<file path="config.mk">
export PLATFORM = sky130hd
export DESIGN_NAME = rsm_pin_mux
export DESIGN_NICKNAME = d
export VERILOG_FILES = /design/src/rsm_pkg.sv /design/src/rsm_irq_status.sv /design/src/rsm_pin_mux.sv
export VERILOG_INCLUDE_DIRS = /design/src
export SDC_FILE = /design/constraint.sdc
export NUM_CORES = 1
export LEC_CHECK = 0
export ABC_CLOCK_PERIOD_IN_PS = 1850
export BUFFER_PORTS_ARGS = -buffer_cell sky130_fd_sc_hd__buf_2
export CAP_MARGIN = 20
export CORE_MARGIN = 2
export CORE_UTILIZATION = 47
export CTS_CLUSTER_SIZE = 14
export DETAILED_ROUTE_END_ITERATION = 8
export GPL_TIMING_DRIVEN = 1
export MAX_ROUTING_LAYER = met4
export PLACE_DENSITY = 0.78
export SYNTH_ARGS = -nofsm -noshare
export SYNTH_HDL_FRONTEND = slang
export SYNTH_SLANG_ARGS = --single-unit
</file>
<file path="constraint.sdc">
create_clock -name i_clk -period 1.85 [get_ports i_clk]
set_input_delay 0.185 -clock i_clk [delete_from_list [all_inputs] [get_ports i_clk]]
set_output_delay 0.185 -clock i_clk [all_outputs]
set_load 0.02 [all_outputs]
</file>
<file path="src/rsm_consts.svh">
`ifndef RSM_CONSTS_SVH
`define RSM_CONSTS_SVH
// What this block does
// Mode C strap low full, high host
// Operating mode fixed until next reset
// Full mode: 14-bit address, 24-bit data
// Byte access: high address on D23:16
// Host mode: address/data port, A0, D23:8
// Host drives strobes; ack open drain; code drives ack push-pull when Mode D strap is low
// Host decodes A0 with memory selects
// Straps read in reset, then flags
// Shared pins: interrupt and flag together
// Masked pin asserted sets interrupt, any driver
// Control bit: serial port or irq/flags
// Serial role changes anytime, bus fixed
// Straps latched at reset release edge

// Pin group widths
`define RSM_ADDR_W 14
`define RSM_DATA_W 24
`define RSM_HOST_W 16
`define RSM_BYTE_HI_W 8
`define RSM_PF_W 8
`define RSM_SP_W 5
`define RSM_IRQ_N 6

// Register index on the 4-bit address
`define RSM_REG_SYSCTL 4'h0
`define RSM_REG_FLAG_DIR 4'h1
`define RSM_REG_FLAG_OUT 4'h2
`define RSM_REG_FLAG_IN 4'h3
`define RSM_REG_IRQ_MASK 4'h4
`define RSM_REG_IRQ_STAT 4'h5
`define RSM_REG_MODE 4'h6

// Strap bit positions in the latched strap
`define RSM_STRAP_HOST_BIT 2
`define RSM_STRAP_ACK_BIT 3

// Data pin roles in host mode
`define RSM_DP_WR 7
`define RSM_DP_RD 6
`define RSM_DP_AL 5
`define RSM_DP_SEL 4
`define RSM_DP_ACK 3

// Second serial port pin positions
`define RSM_SP_SCLK 0
`define RSM_SP_RFS 1
`define RSM_SP_DR 2
`define RSM_SP_TFS 3
`define RSM_SP_DT 4

// Reset values
`define RSM_SYSCTL_RST 1'b0
`define RSM_FDIR_RST 8'h00
`define RSM_FOUT_RST 9'h1ff
`define RSM_MASK_RST 6'h00
`endif

</file>
<file path="src/rsm_pkg.sv">
`include "rsm_consts.svh"
package rsm_pkg;

  typedef enum logic {
    RSM_PH_RESET = 1'b0,
    RSM_PH_RUN = 1'b1
  } rsm_phase_t;

  // Core side of the external bus
  typedef struct packed {
    logic [`RSM_ADDR_W-1:0] addr;
    logic addr_oe;
    logic [`RSM_DATA_W-1:0] data_out;
    logic data_oe;
    logic byte_acc;
    logic [`RSM_BYTE_HI_W-1:0] byte_hi;
  } rsm_core_bus_t;

  // Host port engine drive toward the pins
  typedef struct packed {
    logic [`RSM_HOST_W-1:0] ad_out;
    logic ad_oe;
    logic ack_n;
  } rsm_host_drv_t;

  // Host strobes and address/data seen on the pins
  typedef struct packed {
    logic [`RSM_HOST_W-1:0] ad_in;
    logic wr_en_n;
    logic rd_en_n;
    logic addr_latch;
    logic select_n;
  } rsm_host_t;

  typedef struct packed {
    logic [`RSM_IRQ_N-1:0] prev_n;
    logic [`RSM_IRQ_N-1:0] status;
    logic irq;
  } rsm_irq_state_t;

  typedef struct packed {
    rsm_phase_t phase;
    logic [3:0] strap;
    logic sysctl;
    logic [`RSM_PF_W-1:0] fdir;
    logic [`RSM_PF_W:0] fout;
    logic [`RSM_IRQ_N-1:0] mask;
    logic [15:0] rdata;
    logic [`RSM_ADDR_W-1:0] ap_o;
    logic [`RSM_ADDR_W-1:0] ap_oe;
    logic [`RSM_DATA_W-1:0] dp_o;
    logic [`RSM_DATA_W-1:0] dp_oe;
    logic [`RSM_PF_W-1:0] pf_o;
    logic [`RSM_PF_W-1:0] pf_oe;
    logic [`RSM_SP_W-1:0] sp_o;
    logic [`RSM_SP_W-1:0] sp_oe;
    logic [`RSM_SP_W-1:0] sp_in;
    logic [`RSM_DATA_W-1:0] data_in;
    rsm_host_t host;
  } rsm_state_t;

endpackage : rsm_pkg

</file>
<file path="src/rsm_irq_status.sv">
`timescale 1ns/10ps
`default_nettype none
`include "rsm_consts.svh"
module rsm_irq_status (
  input wire logic i_clk,
  input wire logic i_rst_n,
  input wire logic [`RSM_IRQ_N-1:0] i_req_n,
  input wire logic i_clear,
  input wire logic [`RSM_IRQ_N-1:0] i_mask,
  output logic [`RSM_IRQ_N-1:0] o_status,
  output logic o_irq
);

  rsm_pkg::rsm_irq_state_t s_r;
  rsm_pkg::rsm_irq_state_t s_nxt;

  // Sticky on the assertion edge; a set in the clearing read cycle survives
  always_comb begin
    s_nxt = s_r;
    s_nxt.prev_n = i_req_n;
    for (int i = 0; i < `RSM_IRQ_N; i++) begin
      if (i_clear) begin
        s_nxt.status[i] = 1'b0;
      end
      if (s_r.prev_n[i] && !i_req_n[i]) begin
        s_nxt.status[i] = 1'b1;
      end
    end
    s_nxt.irq = |(s_nxt.status & i_mask);
    if (!i_rst_n) begin
      s_nxt.prev_n = '1;
      s_nxt.status = '0;
      s_nxt.irq = 1'b0;
    end
  end

  always_ff @(posedge i_clk) begin
    s_r <= s_nxt;
  end

  assign o_status = s_r.status;
  assign o_irq = s_r.irq;

endmodule : rsm_irq_status
`default_nettype wire

</file>
<file path="src/rsm_pin_mux.sv">
`timescale 1ns/10ps
`default_nettype none
`include "rsm_consts.svh"
module rsm_pin_mux #(
  parameter int ADDR_W = `RSM_ADDR_W,
  parameter int DATA_W = `RSM_DATA_W
) (
  input wire logic i_clk,
  input wire logic i_rst_n,

  // Register port
  input wire logic [3:0] i_reg_addr,
  input wire logic [15:0] i_reg_wdata,
  input wire logic i_reg_wr,
  input wire logic i_reg_rd,
  output logic [15:0] o_reg_rdata,

  // Core and host engine side
  input wire rsm_pkg::rsm_core_bus_t i_core,
  output logic [`RSM_DATA_W-1:0] o_core_data_in,
  input wire rsm_pkg::rsm_host_drv_t i_host_drv,
  output rsm_pkg::rsm_host_t o_host,
  input wire logic [`RSM_SP_W-1:0] i_sp_out,
  input wire logic [`RSM_SP_W-1:0] i_sp_oe,
  output logic [`RSM_SP_W-1:0] o_sp_in,

  // Address pins
  input wire logic [`RSM_ADDR_W-1:0] i_ap,
  output logic [`RSM_ADDR_W-1:0] o_ap,
  output logic [`RSM_ADDR_W-1:0] o_ap_oe,

  // Data pins
  input wire logic [`RSM_DATA_W-1:0] i_dp,
  output logic [`RSM_DATA_W-1:0] o_dp,
  output logic [`RSM_DATA_W-1:0] o_dp_oe,

  // Flag pins, low four double as mode straps
  input wire logic [`RSM_PF_W-1:0] i_pf,
  output logic [`RSM_PF_W-1:0] o_pf,
  output logic [`RSM_PF_W-1:0] o_pf_oe,

  // Second serial port pins
  input wire logic [`RSM_SP_W-1:0] i_sp,
  output logic [`RSM_SP_W-1:0] o_sp,
  output logic [`RSM_SP_W-1:0] o_sp_oe,

  // Status toward the core
  output logic o_host_mode,
  output logic [3:0] o_strap,
  output logic o_irq
);

  // Pin mapping below is fixed to the documented bus widths
  if (ADDR_W != `RSM_ADDR_W || DATA_W != `RSM_DATA_W) begin : g_bad_width
    $error("rsm_pin_mux: address and data widths are fixed");
  end

  rsm_pkg::rsm_state_t s_r;
  rsm_pkg::rsm_state_t s_nxt;

  logic host_mode;
  logic ack_od;
  logic sp_flags;
  logic [`RSM_IRQ_N-1:0] irq_req_n;
  logic [`RSM_IRQ_N-1:0] irq_status;
  logic stat_clear;

  // Mode comes only from the latched straps, never the live pins
  assign host_mode = s_r.strap[`RSM_STRAP_HOST_BIT];
  assign ack_od = s_r.strap[`RSM_STRAP_ACK_BIT];
  assign sp_flags = s_r.sysctl;

  // Flag pins 7:4 feed interrupts straight from the pad level, so a pin the
  // block drives as an output asserts its interrupt just like an external one
  always_comb begin
    irq_req_n = '1;
    irq_req_n[3:0] = i_pf[7:4]; // see
    // Wait until the engine has let go of the pins, else its last low level reads as an edge
    if (sp_flags && s_r.phase == rsm_pkg::RSM_PH_RUN && !s_r.sp_oe[`RSM_SP_RFS]) begin
      irq_req_n[4] = i_sp[`RSM_SP_RFS];
      irq_req_n[5] = i_sp[`RSM_SP_TFS];
    end
    if (s_r.phase == rsm_pkg::RSM_PH_RESET) begin
      irq_req_n = '1;
    end
  end

  assign stat_clear = i_reg_rd && (i_reg_addr == `RSM_REG_IRQ_STAT);

  rsm_irq_status u_irq (
    .i_clk(i_clk),
    .i_rst_n(i_rst_n),
    .i_req_n(irq_req_n),
    .i_clear(stat_clear),
    .i_mask(s_r.mask),
    .o_status(irq_status),
    .o_irq(o_irq)
  );

  // Next state of the whole block
  always_comb begin
    s_nxt = s_r;

    // Straps captured once, on the first edge after reset lets go
    if (s_r.phase == rsm_pkg::RSM_PH_RESET) begin
      s_nxt.phase = rsm_pkg::RSM_PH_RUN;
      s_nxt.strap = i_pf[3:0]; // see see
    end

    // Register writes; the strap latch has no write path
    if (i_reg_wr) begin
      unique case (i_reg_addr)
        `RSM_REG_SYSCTL: begin
          s_nxt.sysctl = i_reg_wdata[0]; // see
        end
        `RSM_REG_FLAG_DIR: begin
          s_nxt.fdir = i_reg_wdata[`RSM_PF_W-1:0];
        end
        `RSM_REG_FLAG_OUT: begin
          s_nxt.fout = i_reg_wdata[`RSM_PF_W:0];
        end
        `RSM_REG_IRQ_MASK: begin
          s_nxt.mask = i_reg_wdata[`RSM_IRQ_N-1:0];
        end
        default: begin
        end
      endcase
    end

    // Read data stands only in the cycle after the strobe
    s_nxt.rdata = 16'h0000;
    if (i_reg_rd) begin
      unique case (i_reg_addr)
        `RSM_REG_SYSCTL: begin
          s_nxt.rdata = {15'h0000, s_r.sysctl};
        end
        `RSM_REG_FLAG_DIR: begin
          s_nxt.rdata = {8'h00, s_r.fdir};
        end
        `RSM_REG_FLAG_OUT: begin
          s_nxt.rdata = {7'h00, s_r.fout};
        end
        `RSM_REG_FLAG_IN: begin
          s_nxt.rdata = {7'h00, i_sp[`RSM_SP_DR], i_pf};
        end
        `RSM_REG_IRQ_MASK: begin
          s_nxt.rdata = {10'h000, s_r.mask};
        end
        `RSM_REG_IRQ_STAT: begin
          s_nxt.rdata = {10'h000, irq_status};
        end
        `RSM_REG_MODE: begin
          s_nxt.rdata = {11'h000, host_mode, s_r.strap};
        end
        default: begin
          s_nxt.rdata = 16'h0000;
        end
      endcase
    end

    // Flag pins: released from strap duty, driven per direction bit
    s_nxt.pf_o = s_r.fout[`RSM_PF_W-1:0]; // see
    s_nxt.pf_oe = s_r.fdir;

    // Second serial port; sclk keeps its serial role in both settings
    s_nxt.sp_o = i_sp_out;
    s_nxt.sp_oe = i_sp_oe;
    s_nxt.sp_in = i_sp;
    if (sp_flags) begin // see
      s_nxt.sp_o[`RSM_SP_DT] = s_r.fout[`RSM_PF_W];
      s_nxt.sp_oe[`RSM_SP_DT] = 1'b1;
      s_nxt.sp_oe[`RSM_SP_RFS] = 1'b0;
      s_nxt.sp_oe[`RSM_SP_TFS] = 1'b0;
      s_nxt.sp_oe[`RSM_SP_DR] = 1'b0;
      s_nxt.sp_in[`RSM_SP_RFS] = 1'b0;
      s_nxt.sp_in[`RSM_SP_TFS] = 1'b0;
      s_nxt.sp_in[`RSM_SP_DR] = 1'b0;
    end

    if (!host_mode) begin
      // Full memory mode: whole address and data bus
      s_nxt.ap_o = i_core.addr;
      s_nxt.ap_oe = {`RSM_ADDR_W{i_core.addr_oe}};
      s_nxt.dp_o = i_core.data_out;
      s_nxt.dp_oe = {`RSM_DATA_W{i_core.data_oe}};
      s_nxt.data_in = i_dp;
      if (i_core.byte_acc) begin
        // Upper data lines carry the high byte memory address
        s_nxt.dp_o[23:16] = i_core.byte_hi;
        s_nxt.dp_oe[23:16] = 8'hff;
      end
      // Host strobes held inactive outside host mode
      s_nxt.host.ad_in = 16'h0000;
      s_nxt.host.wr_en_n = 1'b1;
      s_nxt.host.rd_en_n = 1'b1;
      s_nxt.host.addr_latch = 1'b0;
      s_nxt.host.select_n = 1'b1;
    end else begin
      // Host mode: A0 stays an address output
      s_nxt.ap_o[0] = i_core.addr[0]; // see
      s_nxt.ap_oe[0] = i_core.addr_oe;
      // A13:1 become host address/data 12:0
      s_nxt.ap_o[13:1] = i_host_drv.ad_out[12:0];
      s_nxt.ap_oe[13:1] = {13{i_host_drv.ad_oe}};
      // D23:8 remain the 16-bit external data bus
      s_nxt.dp_o[23:8] = i_core.data_out[23:8];
      s_nxt.dp_oe[23:8] = {16{i_core.data_oe}};
      s_nxt.data_in = {i_dp[23:8], 8'h00};
      // D7:4 are host strobes, inputs only
      s_nxt.dp_o[7:4] = 4'h0;
      s_nxt.dp_oe[7:4] = 4'h0;
      // D2:0 become host address/data 15:13
      s_nxt.dp_o[2:0] = i_host_drv.ad_out[15:13];
      s_nxt.dp_oe[2:0] = {3{i_host_drv.ad_oe}};
      // Acknowledge: open drain pulls low only, else push-pull
      if (ack_od) begin
        s_nxt.dp_o[`RSM_DP_ACK] = 1'b0;
        s_nxt.dp_oe[`RSM_DP_ACK] = !i_host_drv.ack_n;
      end else begin
        s_nxt.dp_o[`RSM_DP_ACK] = i_host_drv.ack_n;
        s_nxt.dp_oe[`RSM_DP_ACK] = 1'b1;
      end
      s_nxt.host.ad_in = {i_dp[2:0], i_ap[13:1]};
      s_nxt.host.wr_en_n = i_dp[`RSM_DP_WR];
      s_nxt.host.rd_en_n = i_dp[`RSM_DP_RD];
      s_nxt.host.addr_latch = i_dp[`RSM_DP_AL];
      s_nxt.host.select_n = i_dp[`RSM_DP_SEL];
    end

    // Capture cycle drives nothing: straps just latched, mode not yet in use
    if (s_r.phase == rsm_pkg::RSM_PH_RESET) begin
      s_nxt.ap_oe = '0;
      s_nxt.dp_oe = '0;
      s_nxt.pf_oe = '0;
      s_nxt.sp_oe = '0;
    end

    // Synchronous reset: all pins float so straps can be read
    if (!i_rst_n) begin
      s_nxt.phase = rsm_pkg::RSM_PH_RESET;
      s_nxt.strap = 4'h0;
      s_nxt.sysctl = `RSM_SYSCTL_RST;
      s_nxt.fdir = `RSM_FDIR_RST;
      s_nxt.fout = `RSM_FOUT_RST;
      s_nxt.mask = `RSM_MASK_RST;
      s_nxt.rdata = 16'h0000;
      s_nxt.ap_o = '0;
      s_nxt.ap_oe = '0;
      s_nxt.dp_o = '0;
      s_nxt.dp_oe = '0;
      s_nxt.pf_o = '0;
      s_nxt.pf_oe = '0;
      s_nxt.sp_o = '0;
      s_nxt.sp_oe = '0;
      s_nxt.sp_in = '0;
      s_nxt.data_in = '0;
      s_nxt.host.ad_in = 16'h0000;
      s_nxt.host.wr_en_n = 1'b1;
      s_nxt.host.rd_en_n = 1'b1;
      s_nxt.host.addr_latch = 1'b0;
      s_nxt.host.select_n = 1'b1;
    end
  end

  always_ff @(posedge i_clk) begin
    s_r <= s_nxt;
  end

  // All outputs but o_irq come straight from the state register; o_irq comes from the register in u_irq
  assign o_reg_rdata = s_r.rdata;
  assign o_core_data_in = s_r.data_in;
  assign o_host = s_r.host;
  assign o_sp_in = s_r.sp_in;
  assign o_ap = s_r.ap_o;
  assign o_ap_oe = s_r.ap_oe;
  assign o_dp = s_r.dp_o;
  assign o_dp_oe = s_r.dp_oe;
  assign o_pf = s_r.pf_o;
  assign o_pf_oe = s_r.pf_oe;
  assign o_sp = s_r.sp_o;
  assign o_sp_oe = s_r.sp_oe;
  assign o_host_mode = host_mode;
  assign o_strap = s_r.strap;

endmodule : rsm_pin_mux
`default_nettype wire

</file>
Yosys cells after proc, flatten, opt, wreduce, memory -nomap -nowiden
Index checks and enable logic that the tools add are counted.
Word-level totals
  input bits: 152
  logic and storage cells: 91
  bits in registers: 206
  output and inout bits: 173
Cells by class
  mux-type cells: 22
  bitwise operators: 3
  equality and inequality tests: 6
  reduce and logical (&&, ||, !) cells: 30
Operators by type and width (number)
  2-to-1 mux 76 bit: 1
  case mux 9 bit (7 select lines): 1
  2-to-1 mux 8 bit: 2
  2-to-1 mux 1 bit: 15
  AND reduction 2 bit: 7
  equality test 4 x 3 -> 1 bit (second input constant): 3
  logical AND 1 bit: 9
  equality test 4 x 2 -> 1 bit (second input constant): 2
  zero test 1 bit: 8
  AND 6 bit: 1
  2-to-1 mux 6 bit: 1
  OR reduction 3 bit: 2
  OR reduction 6 bit: 1
  equality test 4 x 1 -> 1 bit (second input constant): 1
  zero test 4 bit: 1
  2-to-1 mux 4 bit: 1
  OR reduction 2 bit: 2
  2-to-1 mux 2 bit: 1
  inverter 1 bit: 2

Depth between registers and ports, before layout
  word-level depth: 9
  gate-level depth with buffers: 6

Modules after synthesis
Synthesis repeated with hierarchy kept, for this count alone.
Unflattened totals
  cell total of the unflattened synthesis: 725
  area total of the unflattened synthesis: 7150.6 µm²
By module, submodules not included
  rsm_pin_mux: times used 1, cells an instance 670, area each 6648.9 µm²
  rsm_irq_status: times used 1, cells an instance 55, area each 501.7 µm²

Worst setup path after synthesis
Ideal clock, no wire load.
  kind: register to register
  from: register s_r (netlist bit o_strap[2])
  to: register s_r (netlist bit o_host[0])
  stages on the path, launching flop included: 5
  setup time: 0.123 ns
  period minus slack after synthesis: 1.456 ns
  path slack: 0.394 ns
  path buffers: 2
  required time: 1.727 ns
  data arrival time: 1.333 ns
  cells stage by stage: dfxtp_1 clkbuf_1 buf_2 nand2_1 or2_2
Between the ends
  word-level cells in the longest chain between the ends: 1
Ends and longest elaborated chain
  start: declaration: RTL line rsm_pin_mux.sv:58  | rsm_pkg::rsm_state_t s_r;
  start signal: assignment: RTL line rsm_pin_mux.sv:266  | s_r <= s_nxt;
  AND reduction 2 bit (no line)
Every way passes these cells.
A chain may end at the register's enable or synchronous reset.

Worst setup path in the final report
  from: register s_r (netlist bit o_strap[2])
  to: register s_r (netlist bit o_ap[7])
Between the ends
  word-level cells in the longest chain between the ends: 1
Ends and longest elaborated chain
  2-to-1 mux 76 bit: RTL line rsm_pin_mux.sv:180  | if (!host_mode) begin
Every way passes these cells.

==> qor.tcl <==
set qor(firstDrtPassIters) 4
set qor(cts_htree_levels) 4
set qor(insertion_delay_ns) 0.42
set qor(final_antenna_net_count) 0
set qor(worst_r2r_endpoint) {o_ap[7]}
set qor(largest_family_of_logic_cells_by_synthesized_area) {buffers and inverters}
set qor(synth-edff-count) 0
set qor(drive_gt1_frac) 0.393
set qor(timing.max_slew.rel_slack) 0.581
set qor(hold_slack_ns) 0.0176
set qor(timing.final.max_slew_violations) 0
set qor(overall_via_count_from_detail_route) 5399
set qor(cp_data_arrival_time_ns) 2.02
set qor(cell_accounting_for_the_most_synthesized_area) {sky130_fd_sc_hd__dfxtp_1}
set qor(synth_top_flop_cell) {sky130_fd_sc_hd__dfxtp_1}
set qor(post_synth_inst_count) 705
set qor(r2r_cells) 4
set qor(cts_post_setup_buffers_inserted) 0
set qor(cp_max_fanout) 24
set qor(max_rail_drop_vdd_mv) 0.627
set qor(maxCapViolations) 0
set qor(p_leak_nw) 4.54
set qor(first_iter_violations) 311
set qor(min_path_type) {in -> reg}
set qor(min_period_over_period) 0.941
set qor(asyncSetResetFlopFracSynth) 0
set qor(setup_tns_ns) 0
set qor(final_nets) 1103
set qor(avgRoutedWirePerCell_um) 16.0
set qor(hold_path_start) {i_sp_out[4]}
set qor(place.port_buffers) 309
set qor(synthXorXnorAreaFrac) 0
set qor(fp.dieArea_um2) 15700
set qor(diodes) 0
set qor(io_count) 325
set qor(synth_sequential_area_ratio) 0.496
set qor(worst-endpoint-required_ns) 2.13
set qor(worstSetupEndpointType) {flop}
set qor(layout_min_cycle_time_ns) 1.74
set qor(max_fclk_ghz) 0.575
set qor(cts_num_sinks) 171
set qor(cts.path.max_buffers) 2
set qor(post_synth_main_area_contributors) {sky130_fd_sc_hd__dfxtp_1 (50%), sky130_fd_sc_hd__buf_4 (19%), sky130_fd_sc_hd__mux2i_1 (6.2%)}
set qor(synth_to_layout_area_growth_pct) 30.5
set qor(vias_per_cell) 4.70
set qor(whs_path_cells) 3
set qor(first_global_vias) 5427
set qor(floorplan.rows) 44
set qor(hpwl_um) 11500
set qor(reg2reg_setup_slack_ns) 0.11
set qor(grt_usage) 0.239
set qor(synth-adder-area-share) 0
set qor(post_synth_and_or_nand_nor_area_fraction) 0.177
set qor(number_of_distinct_library_cell_variants_in_the_gate_level_netlist_after_synthesis) 42
set qor(setup_viols_final) 0
set qor(worst_setup_hold_path_clk_slew_ns) 0.07
set qor(power_per_standard_cell_area_nw_per_um2) 940
set qor(root_buffer) {sky130_fd_sc_hd__clkbuf_16}
set qor(grt_max_degree) 57
set qor(drt_wl_total_um) 18400
set qor(finClkSkew_ns) 0.0142
set qor(initial_utilization) 0.479
set qor(postSynthAreaPerCell_um2) 9.79
set qor(setup.worst_path.class) {reg -> reg}
set qor(fraction_of_synthesized_area_in_multiplexers) 0.0770
set qor(hold_path_end) {o_sp[4]}
set qor(netlist.area_leader.share) 0.496
set qor(n_fill_cell) 1168
set qor(antenna_found_initial) 0
set qor(post_synth_instance_area_um2) 6900
set qor(grt_remaining_overflow) 0
set qor(outcome) {finished clean}
set qor(synth-compound-area-share) 0.0390
set qor(setup_repair_after_global_routing_missed_its_margin) {no}
set qor(worst_slew_pin_slew_ns) 0.625
set qor(dieWidth_um) 125
set qor(core-area_um2) 14400
set qor(final_area_um2) 9010
set qor(dpl-instance-area_um2) 7410
set qor(synth-warning-count) 0
set qor(global_route_wire_length_before_repair_um) 28400
set qor(power_total_mw) 8.47
set qor(drc) 0
set qor(synth.ff_latch_count) 171
set qor(register_area_um2) 3430
set qor(tritoncts) {done}
set qor(timing.final.hold_violations) 0
set qor(final_estimated_routing_congestion_in_global_placement) 0.874
set qor(area_taken_by_multi_input_logic_gates_um2) 2060
set qor(regToRegStartpoint) {o_strap[2]}
set qor(cts_inserted_buffers) 17
set qor(setup.worst_path.start_class) {flop}
set qor(die_h_um) 125
==> worst max-delay path by stage <==
stage | startpoint | endpoint | slack, ns | depth (start not counted)
after floorplan | o_strap[2] | o_host[0] | 0.39 | 4
after global placement | i_reg_addr[0] | s_r[169] | 0.21 | 5
after detailed placement | i_reg_addr[0] | s_r[171] | 0.19 | 5
after CTS | o_strap[2] | o_dp[2] | 0.03 | 4
after global routing | o_strap[2] | o_dp[2] | 0.02 | 4
final | o_strap[2] | o_ap[7] | 0.11 | 4
==> what timing repair did <==
| item | in CTS | in global routing |
|---|---|---|
| hold buffers | 98 | 3 |
| hold endpoints to repair | 86 | 3 |
| resized for setup | 0 | 4 |
| setup endpoints to repair | 0 | 11 |
==> cell usage after synthesis (3+ instances only) <==
library cell	number
sky130_fd_sc_hd__nor2b_1	9
sky130_fd_sc_hd__inv_1	6
sky130_fd_sc_hd__dfxtp_1	171
sky130_fd_sc_hd__o21ai_0	3
sky130_fd_sc_hd__nand2_1	38
sky130_fd_sc_hd__nor3_1	5
sky130_fd_sc_hd__a221oi_1	5
sky130_fd_sc_hd__nand3b_1	4
sky130_fd_sc_hd__mux2_2	7
sky130_fd_sc_hd__mux2i_1	43
sky130_fd_sc_hd__and3_1	31
sky130_fd_sc_hd__or2_2	7
sky130_fd_sc_hd__nand3_1	21
sky130_fd_sc_hd__buf_4	171
sky130_fd_sc_hd__clkbuf_1	23
sky130_fd_sc_hd__buf_2	8
sky130_fd_sc_hd__a22oi_1	4
sky130_fd_sc_hd__nor2_1	47
sky130_fd_sc_hd__and2_1	56
sky130_fd_sc_hd__nand2b_1	4
sky130_fd_sc_hd__a21oi_1	18
==> layout by cell type, fill, tap and decap left out, types with 2 or more instances in the layout <==
cell type,instances
sky130_fd_sc_hd__mux2_2,7
sky130_fd_sc_hd__nand3b_1,4
sky130_fd_sc_hd__o21ai_0,3
sky130_fd_sc_hd__clkinvlp_4,3
sky130_fd_sc_hd__a221oi_1,5
sky130_fd_sc_hd__nor2_1,47
sky130_fd_sc_hd__a211oi_1,2
sky130_fd_sc_hd__dfxtp_1,170
sky130_fd_sc_hd__and3_1,31
sky130_fd_sc_hd__a22oi_1,4
sky130_fd_sc_hd__nand2b_1,3
sky130_fd_sc_hd__dlygate4sd3_1,101
sky130_fd_sc_hd__clkinv_4,2
sky130_fd_sc_hd__nor4b_1,2
sky130_fd_sc_hd__inv_8,3
sky130_fd_sc_hd__conb_1,7
sky130_fd_sc_hd__or2_2,7
sky130_fd_sc_hd__nand3_1,21
sky130_fd_sc_hd__mux2i_1,43
sky130_fd_sc_hd__buf_2,309
sky130_fd_sc_hd__clkbuf_16,17
sky130_fd_sc_hd__clkbuf_8,3
sky130_fd_sc_hd__nor3_1,5
sky130_fd_sc_hd__a21oi_1,18
sky130_fd_sc_hd__inv_1,6
sky130_fd_sc_hd__inv_6,3
sky130_fd_sc_hd__nand2_1,38
sky130_fd_sc_hd__nor2b_1,8
sky130_fd_sc_hd__and2_1,56
sky130_fd_sc_hd__buf_4,15
==> state kept, by name (all words and copies together) (netlist names) <==
| signal | flops |
|---|---|
| o_core_data_in | 24 |
| s_r | 24 |
| u_irq.o_irq | 1 |
| o_sp | 5 |
| u_irq.s_r | 6 |
| o_sp_oe | 5 |
| sp_flags | 1 |
| o_ap | 14 |
| u_irq.o_status | 6 |
| o_strap | 4 |
| o_dp_oe | 5 |
| o_pf | 8 |
| o_dp | 24 |
| o_ap_oe | 2 |
| o_sp_in | 5 |
| o_host | 20 |
| o_pf_oe | 8 |
| o_reg_rdata | 9 |
==> power breakdown <==
group | internal [mW] | total, mW | switching (mW)
sequential | 3.84 | 3.90 | 0.0655
combinational | 0.526 | 1.13 | 0.606
clock | 1.87 | 3.43 | 1.56
total | 6.23 | 8.47 | 2.23
==> layout make-up <==
type / count / area share
Sequential cell: 171 / 0.380
Timing Repair Buffer: 426 / 0.299
Multi-Input combinational cell: 328 / 0.229
Clock buffer: 20 / 0.0518
Tap cell: 184 / 0.0256
Clock inverter: 12 / 0.0117
Inverter: 7 / 0.00292
==> routing by layer <==
layer	global-route usage	wire length, um	vias up
met2	0.402	9350	231
met1	0.278	7520	2528
li1	-	-	2613
met4	0.0902	412	0
met3	0.0552	1110	27
met5	-	0	-
==> stage by stage <==
stage	worst slack [ns]	instances	utilization
after floorplan	0.394	711	-
after global placement	0.207	1015	0.514
after detailed placement	0.189	1015	0.514
after CTS	0.0303	1145	0.622
after global routing	0.0219	1148	0.625
final	0.110	1148	0.625
==> kinds of logic (layout without fill, tap and decap cells) <==
kind of cell           after synthesis  after routing
and+or+nand+nor                    230            230
buffers and inverters              212            465
DFF                                171            171
muxes                               51             51
AOI/OAI and AO/OA                   40             40
other                                1              7
==> critical path: stages (launching register included) <==
cell                            delay (ns)
sky130_fd_sc_hd__dfxtp_4              0.48
sky130_fd_sc_hd__buf_4                0.30
sky130_fd_sc_hd__mux2i_1              0.23
sky130_fd_sc_hd__dlygate4sd3_1        0.57
sky130_fd_sc_hd__nor2_1               0.04
Power figures use the tool's default switching activity.
